## src/fifo_ctrl_defs.svh

```systemverilog
`ifndef FIFO_CTRL_DEFS_SVH
`define FIFO_CTRL_DEFS_SVH

`define FCR_WIDTH 16
`define FCR_RESET 16'h0000
`define FCR_RSVD_HI 15
`define FCR_RSVD_LO 11
`define FCR_REQ_HI 10
`define FCR_REQ_LO 8
`define FCR_TRIG_HI 7
`define FCR_TRIG_LO 6
`define FCR_MCE_BIT 3
`define FCR_RW_MASK_FULL 16'h07FF
`define FCR_RW_MASK_NOFLOW 16'h00F7
`define RX_COUNT_WIDTH 5

`define REQ_THR_000 5'h0F
`define REQ_THR_001 5'h01
`define REQ_THR_010 5'h04
`define REQ_THR_011 5'h06
`define REQ_THR_100 5'h08
`define REQ_THR_101 5'h0A
`define REQ_THR_110 5'h0C
`define REQ_THR_111 5'h0E

`define TRIG_ASYNC_00 5'h01
`define TRIG_ASYNC_01 5'h04
`define TRIG_ASYNC_10 5'h08
`define TRIG_ASYNC_11 5'h0E
`define TRIG_SYNC_00 5'h01
`define TRIG_SYNC_01 5'h02
`define TRIG_SYNC_10 5'h08
`define TRIG_SYNC_11 5'h0E

`endif

```

## src/fifo_ctrl_pkg.sv

```systemverilog
`include "fifo_ctrl_defs.svh"

package fifo_ctrl_pkg;

  typedef struct packed {
    logic [4:0] reserved;
    logic [2:0] req_threshold;
    logic [1:0] rx_trigger;
    logic [1:0] tx_trigger;
    logic modem_ctrl_enable;
    logic tx_fifo_reset;
    logic rx_fifo_reset;
    logic loopback;
  } fifo_control_reg_type;

  typedef struct packed {
    logic wr_en;
    logic [15:0] wdata;
  } reg_wr_type;

  typedef struct packed {
    logic [4:0] count;
    logic sync_mode;
    logic rx_full_clear;
  } rx_status_type;

  typedef struct packed {
    fifo_control_reg_type ctrl;
    logic rx_full_flag;
    logic flow_req;
  } state_type;

endpackage : fifo_ctrl_pkg

```

## src/fifo_threshold_ctrl.sv

```systemverilog
// Behaviour
// - 16-bit control register, cleared on reset.
// - register readable and writable at every cycle.
// - bits 15..11 read zero, software writes zero.
// - flow request high when count exceeds threshold; never on third channel.
// - threshold codes: 15,1,4,6,8,10,12,14.
// - third channel: threshold bits reserved, read zero.
// - receive-full flag set when count exceeds trigger.
// - trigger 1,4,8,14 async; 1,2,8,14 sync.
// - modem enable clear holds flow request low.
`timescale 1ns/10ps
`default_nettype none
`include "fifo_ctrl_defs.svh"

module fifo_threshold_ctrl #(
  parameter bit HAS_FLOW_CTRL = 1'b1
) (
  input wire logic clk_i,
  input wire logic srst_i,
  input wire fifo_ctrl_pkg::reg_wr_type reg_wr_i,
  input wire fifo_ctrl_pkg::rx_status_type rx_status_i,
  output logic [15:0] reg_rdata_o,
  output logic rx_full_flag_o,
  output logic flow_req_o
);
  import fifo_ctrl_pkg::*;

  // bits with a flip-flop behind them; the rest are tied off and read zero
  localparam logic [15:0] RW_MASK = HAS_FLOW_CTRL ? `FCR_RW_MASK_FULL : `FCR_RW_MASK_NOFLOW;

  // flow-request threshold in bytes held
  function automatic logic [4:0] req_level(input logic [2:0] code);
    logic [4:0] level;
    level = `REQ_THR_000;
    unique case (code)
      3'h0: begin
        level = `REQ_THR_000;
      end
      3'h1: begin
        level = `REQ_THR_001;
      end
      3'h2: begin
        level = `REQ_THR_010;
      end
      3'h3: begin
        level = `REQ_THR_011;
      end
      3'h4: begin
        level = `REQ_THR_100;
      end
      3'h5: begin
        level = `REQ_THR_101;
      end
      3'h6: begin
        level = `REQ_THR_110;
      end
      3'h7: begin
        level = `REQ_THR_111;
      end
    endcase
    req_level = level;
  endfunction : req_level

  function automatic logic [4:0] trig_async(input logic [1:0] code);
    logic [4:0] level;
    level = `TRIG_ASYNC_00;
    unique case (code)
      2'h0: begin
        level = `TRIG_ASYNC_00;
      end
      2'h1: begin
        level = `TRIG_ASYNC_01;
      end
      2'h2: begin
        level = `TRIG_ASYNC_10;
      end
      2'h3: begin
        level = `TRIG_ASYNC_11;
      end
    endcase
    trig_async = level;
  endfunction : trig_async

  function automatic logic [4:0] trig_sync(input logic [1:0] code);
    logic [4:0] level;
    level = `TRIG_SYNC_00;
    unique case (code)
      2'h0: begin
        level = `TRIG_SYNC_00;
      end
      2'h1: begin
        level = `TRIG_SYNC_01;
      end
      2'h2: begin
        level = `TRIG_SYNC_10;
      end
      2'h3: begin
        level = `TRIG_SYNC_11;
      end
    endcase
    trig_sync = level;
  endfunction : trig_sync

  // the mode input picks the table live; a mode change acts at once
  function automatic logic [4:0] trig_level(input logic [1:0] code, input logic sync_mode);
    logic [4:0] level;
    if (sync_mode) begin
      level = trig_sync(code);
    end else begin
      level = trig_async(code);
    end
    trig_level = level;
  endfunction : trig_level

  state_type state;
  state_type next_state;
  logic [15:0] write_value;
  logic [15:0] masked_wdata;
  fifo_control_reg_type written;
  fifo_control_reg_type next_ctrl;
  fifo_control_reg_type ctrl_now;
  logic [4:0] rx_count;
  logic [4:0] req_limit;
  logic [4:0] trig_limit;
  logic over_req;
  logic over_trig;
  logic flow_allowed;
  logic full_set;
  logic full_clear;

  assign write_value = reg_wr_i.wdata;

  genvar bit_idx;
  generate
    for (bit_idx = 0; bit_idx < `FCR_WIDTH; bit_idx = bit_idx + 1) begin : g_mask
      if (RW_MASK[bit_idx]) begin : g_keep
        assign masked_wdata[bit_idx] = write_value[bit_idx];
      end else begin : g_drop
        assign masked_wdata[bit_idx] = 1'b0;
      end
    end
  endgenerate

  // field by field from the masked data, so a reserved field never picks up write data
  always_comb begin
    written = fifo_control_reg_type'(masked_wdata);
    next_ctrl = state.ctrl;
    if (reg_wr_i.wr_en) begin
      next_ctrl.reserved = written.reserved;
      next_ctrl.req_threshold = written.req_threshold;
      next_ctrl.rx_trigger = written.rx_trigger;
      next_ctrl.tx_trigger = written.tx_trigger;
      next_ctrl.modem_ctrl_enable = written.modem_ctrl_enable;
      next_ctrl.tx_fifo_reset = written.tx_fifo_reset;
      next_ctrl.rx_fifo_reset = written.rx_fifo_reset;
      next_ctrl.loopback = written.loopback;
    end
  end

  // compare uses the stored register, so a write acts from the next cycle
  always_comb begin
    ctrl_now = state.ctrl;
    rx_count = rx_status_i.count;
    req_limit = req_level(ctrl_now.req_threshold);
    trig_limit = trig_level(ctrl_now.rx_trigger, rx_status_i.sync_mode);
    over_req = rx_count > req_limit;
    over_trig = rx_count > trig_limit;
    flow_allowed = HAS_FLOW_CTRL && ctrl_now.modem_ctrl_enable;
    full_set = over_trig;
    full_clear = rx_status_i.rx_full_clear;
  end

  always_comb begin
    next_state = state;
    next_state.ctrl = next_ctrl;
    // set beats clear, so an arrival during a clear is not lost
    if (full_set) begin
      next_state.rx_full_flag = 1'b1;
    end else if (full_clear) begin
      next_state.rx_full_flag = 1'b0;
    end else begin
      next_state.rx_full_flag = state.rx_full_flag;
    end
    if (flow_allowed) begin
      next_state.flow_req = over_req;
    end else begin
      next_state.flow_req = 1'b0;
    end
  end

  always_ff @(posedge clk_i) begin
    if (srst_i) begin
      state.ctrl <= fifo_control_reg_type'(`FCR_RESET);
      state.rx_full_flag <= 1'b0;
      state.flow_req <= 1'b0;
    end else begin
      state <= next_state;
    end
  end

  // no read strobe: the register is always visible, so reads cannot stall
  assign reg_rdata_o = state.ctrl;
  assign rx_full_flag_o = state.rx_full_flag;
  assign flow_req_o = state.flow_req;

endmodule : fifo_threshold_ctrl
`default_nettype wire

```

## config.mk

```make
export PLATFORM = sky130hd
export DESIGN_NAME = fifo_threshold_ctrl
export DESIGN_NICKNAME = d
export VERILOG_FILES = /design/src/fifo_ctrl_pkg.sv /design/src/fifo_threshold_ctrl.sv
export VERILOG_INCLUDE_DIRS = /design/src
export SDC_FILE = /design/constraint.sdc
export NUM_CORES = 1
export LEC_CHECK = 0
export BUFFER_PORTS_ARGS = -buffer_cell sky130_fd_sc_hd__buf_2
export CAP_MARGIN = 20
export CORE_UTILIZATION = 42
export CTS_BUF_LIST = sky130_fd_sc_hd__clkbuf_8
export CTS_CLUSTER_SIZE = 8
export DETAILED_ROUTE_END_ITERATION = 8
export PLACE_DENSITY = 0.78
export SETUP_SLACK_MARGIN = 0.15
export SYNTH_ARGS = -nofsm -noshare
export SYNTH_HDL_FRONTEND = slang
export SYNTH_SLANG_ARGS = --single-unit
export TNS_END_PERCENT = 30
```

## constraint.sdc

```tcl
create_clock -name clk_i -period 1.4 [get_ports clk_i]
set_input_delay 0.07 -clock clk_i [delete_from_list [all_inputs] [get_ports clk_i]]
set_output_delay 0.07 -clock clk_i [all_outputs]
set_load 0.02 [all_outputs]
```

Word-level counts from Yosys, hierarchy flattened
Memory sizes are Yosys's and may differ from the RTL's. A register that Yosys moved wholly into a read port is not among the register bits.
Index checks and enable logic that the tools add are counted.
- memories: 1
- output and inout port bits: 18
- register bits after elaboration: 13
- memory bits (read-only): 32
- bits of input ports: 26
- logic and storage cells: 26
- memory list (name ; depth ; bits a word ; rd ports ; clocked after Yosys merged registers in ; write ports ; RTL line ; text):
    (no name shown) ; 8 ; 4 ; 1 ; 1 ; 0 ; fifo_threshold_ctrl.sv:35 ; unique case (code)
- order comparisons: 2
- bitwise logic cells: 1
- muxes and demuxes: 7
- eq/ne operators: 3
- reduce and logical (&&, ||, !) cells: 3
- operators by type and width (operator ; number):
    $pmux 5 s4 ; 2
    $gt 5x5->1 ; 2
    $mux 3 ; 2
    $mux 5 ; 1
    $eq 2x2->1 const B ; 2
    $eq 2x1->1 const B ; 1
    $logic_not 2->1 ; 1
    $mux 1 ; 2
    $reduce_bool 2->1 ; 1
    $reduce_or 2->1 ; 1
    $not 1->1 ; 1

Longest topological paths before layout
- depth in word-level cells: 5
- depth in mapped cells: 6

Worst setup path after synthesis
No wires, ideal clock.
- path type: reg-to-reg
- from: reg state (netlist bit reg_rdata_o[7])
- to: reg state (netlist bit rx_full_flag_o)
- period minus slack after synthesis: 1.461 ns
- slack: -0.061 ns
- stages on the path, launching flop included: 5
- library setup time: 0.135 ns
- data required time: 1.265 ns
- data arrival time: 1.326 ns
- cells stage by stage: dfxtp_1 -> inv_1 -> ha_1 -> a2111oi_0 -> a211oi_1
- longest elaborated chain between the ends: 5
- elaborated cells on any way between the ends: 10
- ends and longest elaborated chain (what ; RTL line ; text):
    from (decl) ; fifo_threshold_ctrl.sv:115 ; state_type state;
    from (signal assigned) ; fifo_threshold_ctrl.sv:197 ; state <= next_state;
    $eq 2x2->1, or another cell as far along ; fifo_threshold_ctrl.sv:67, fifo_threshold_ctrl.sv:87 ;
    $pmux 5 s4, on equally long branches ; fifo_threshold_ctrl.sv:67, fifo_threshold_ctrl.sv:87 ;
    $mux 5 * ; fifo_threshold_ctrl.sv:107 ; if (sync_mode) begin
    $gt 5x5->1 * ; fifo_threshold_ctrl.sv:167 ; over_trig = rx_count > trig_limit;
    $mux 1 / $reduce_bool 2->1 (equally long branches) ; n/a ;
Mark *: on every way between the ends. The rest lies on a longest branch, timed or not. The select of a mux whose other input is x is not followed.
A chain may end at the register's enable or synchronous reset.

Final worst setup path
Same ends and word-level chain as after synthesis.

==> flow_summary.json <==
{
  "grt_start_max_net_pins": 14,
  "worstHoldPathType": "input port to flop",
  "critical_path_buf_inv_count": 0,
  "clock.fmax_mhz": 794,
  "ys_seq_area_share_pct": 39.4,
  "maxSlewViolCount": 0,
  "drt_first_pass_iters": 4,
  "gr-usage-met3_pct": 6.92,
  "grtUsageMet1_pct": 16.4,
  "setup_viol_count_final": 0,
  "num-fill-cells": 181,
  "timing.reg2reg.setup_slack_ns": 0.14,
  "outcome": "finished clean",
  "cts-buffers-inserted": 3,
  "place_congestion": 0.626,
  "worst-endpoint-arrival_ns": 1.39,
  "min_delay_worst_endpoint": "reg_rdata_o[1]",
  "worst_skew_pair.late_latency_ns": 0.25,
  "grt_first_pass_wirelength_um": 2330,
  "crit_path_max_incr_delay_ns": 0.36,
  "critical_path_cell_list": "o21ai_2 > ha_1 > nor2b_1 > o211ai_1 > a211oi_2",
  "grt_most_used_layer": "met2",
  "critPathKind": "flop to flop",
  "yosys_register_bits": 17,
  "dominant_cells_by_area_after_synthesis": "dfxtp_1, mux2i_1, ha_1",
  "die-area_um2": 2240,
  "fin_util_pct": 57.6,
  "cts_tree": "built",
  "r2r-start": "reg_rdata_o[7]",
  "total_core_area_um2": 1940,
  "avgRoutedWirePerCell_um": 10.9,
  "design.portCount": 44,
  "origin_of_the_worst_min_delay_path": "reg_wr_i[1]",
  "startpoint_type": "flop",
  "endpoints_failing_hold": 0,
  "critical_path.slowest_cell": "dfxtp_4",
  "clockBufferDepth": 2,
  "routed_wl_um": 1640,
  "power.share.switching_pct": 27.2,
  "crit_required_ns": 1.53,
  "final_layout_size_suffix_gt1_share_pct": 38.2,
  "drc_errors": 0,
  "most-common-layout-cells": "buf_2, dfxtp_1, mux2i_1",
  "hold-path-cell-count": 3,
  "vdd_ir_drop_max_mv": 0.900,
  "ratio_of_total_power_to_cell_area_nw_per_um2": 1010,
  "yosysWarningCount": 0,
  "nNetsFinal": 160,
  "power.static_leakage_uw": 0.000590,
  "clock_sink_count": 17,
  "cellInternalPower_uw": 822,
  "synth_area_um2": 865,
  "via_count": 709,
  "highest_net_fanout_along_the_worst_path": 6,
  "numPortBuffers": 33,
  "drtAntennaViolNets": 0,
  "proportion_of_power_drawn_by_the_clock_network_pct": 30.6,
  "die_height_um": 47.4,
  "min_period_over_period_pct": 89.9,
  "initial_antenna_violation_count": 0,
  "synth_top_area_share_pct": 39.4,
  "critical_path.top_delay_family": "compound AO/OA/AOI/OAI gates",
  "final_cell_area_um2": 1120,
  "totalNegativeSetupSlack_ns": 0,
  "fp.dieW_um": 47.4,
  "drv.max_cap_violation_count": 0,
  "post_synth.cell_area_avg_um2": 9.71,
  "dr.first_iter.drc_count": 3,
  "via_count_of_the_first_global_routing_pass": 591,
  "p_comb_share_pct": 21.9,
  "synth.distinct_cells": 23,
  "via_per_inst": 4.73,
  "areaGrowthSynthToFinish_pct": 29.4,
  "r2r_end": "rx_full_flag_o",
  "fin_hold_ws_ns": 0.0525,
  "initial_core_util_pct": 44.5,
  "synth_area_leader_cell": "dfxtp_1",
  "global_route.usage.met2_pct": 27.4,
  "gr-usage-all-layers_pct": 15.3,
  "sequentialPowerShare_pct": 47.5,
  "total_of_hold_buffers_inserted_after_clock_tree_synthesis": 0,
  "net-switching-power_uw": 307,
  "logic_depth_of_the_worst_register_to_register_path": 5,
  "htree_num_levels": 1,
  "post_dp_cell_area_um2": 1050,
  "clk_tree_root_cell": "clkbuf_8",
  "grt_setup_unrepaired": "yes",
  "crit_path_end_kind": "flop",
  "timing.final.crit_period_ns": 1.26,
  "syn_inst": 89,
  "detailedPlacementHpwl_um": 1320,
  "clock_skew_ns": 0.00503,
  "rows": 16,
  "clkTransAtPathRegs_ns": 0.06,
  "insertedDiodeCount": 0,
  "power.total_uw": 1130,
  "mostFrequentLayoutCell": "buf_2",
  "cts_setup_buffers": 0,
  "grt_overflow": 0
}
## stage by stage
step | setup slack [ns] | instances
final | 0.141 | 150
after global placement | 0.147 | 146
after CTS | 0.133 | 150
after detailed placement | 0.0928 | 146
after global routing | 0.0493 | 150
after floorplan | 0.153 | 93
## registers in the layout (all words and copies together), names as in the netlist
signal	flops
flow_req_o	1
flow_allowed	1
rx_full_flag_o	1
req_limit	4
reg_rdata_o	10
## cell families after synthesis
family | after synthesis | synth area share [%]
simple gates | 23 | 13.6
buf+inv | 17 | 10.9
flops | 17 | 39.4
mux | 13 | 15.1
fa+ha+maj | 10 | 14.5
compound gates | 8 | 6.22
other cells | 1 | 0.434
## synth_stat cells
cell	count
nor2_2	2
ha_1	10
inv_2	1
a21oi_1	1
nand2b_1	1
conb_1	1
a2111oi_0	1
buf_6	1
nor2b_1	4
or2_1	1
nor2_1	11
buf_1	1
nand4_1	2
o311a_1	1
a211oi_1	1
o21ai_0	3
o211ai_1	1
inv_1	8
buf_4	6
dfxtp_1	17
mux2i_1	13
or2_4	1
nor3_1	1
## worst register-to-register path: stages (launching register included)
cell and delay (ns):
dfxtp_4 0.36, o21ai_2 0.11, ha_1 0.25, nor2b_1 0.14, o211ai_1 0.19, a211oi_2 0.09
## what timing repair did
action / CTS / global route
endpoints found under the setup margin: 2 / 2
endpoints found under the hold margin: 0 / 0
gates resized for setup: 3 / 2
pin swaps: 4 / 2
## per-layer routing
layer / vias up / routed length (um)
met5: - / 0
met4: 0 / 7
met3: 2 / 112
met2: 26 / 873
met1: 323 / 644
li1: 358 / -
## cell type report
class                      instances  area [um^2]  share of cell area (%)
clock inverter                     1         3.75                   0.336
timing repair buffer              34          173                    15.4
multi-input combinational         59          485                    43.4
clock buffer                       3         41.3                    3.69
sequential                        17          348                    31.1
inverter                           9         33.8                    3.02
tap                               27         33.8                    3.02
## power by group through the flow
stage	sequential (uW)	clock, uW	combinational, uW
global placement	543	0	227
floorplan	569	0	147
finish	536	345	248
detailed placement	545	0	239
CTS	535	359	249
global route	539	378	277
## worst max-delay path by stage
stage / start / endpoint / cells past startpoint
after floorplan: reg_rdata_o[7] / rx_full_flag_o / 5
after global placement: reg_rdata_o[7] / rx_full_flag_o / 5
after detailed placement: reg_rdata_o[7] / rx_full_flag_o / 5
after CTS: reg_rdata_o[7] / rx_full_flag_o / 5
after global routing: reg_rdata_o[7] / rx_full_flag_o / 5
final: reg_rdata_o[7] / rx_full_flag_o / 5
Power figures use the tool's default switching activity.
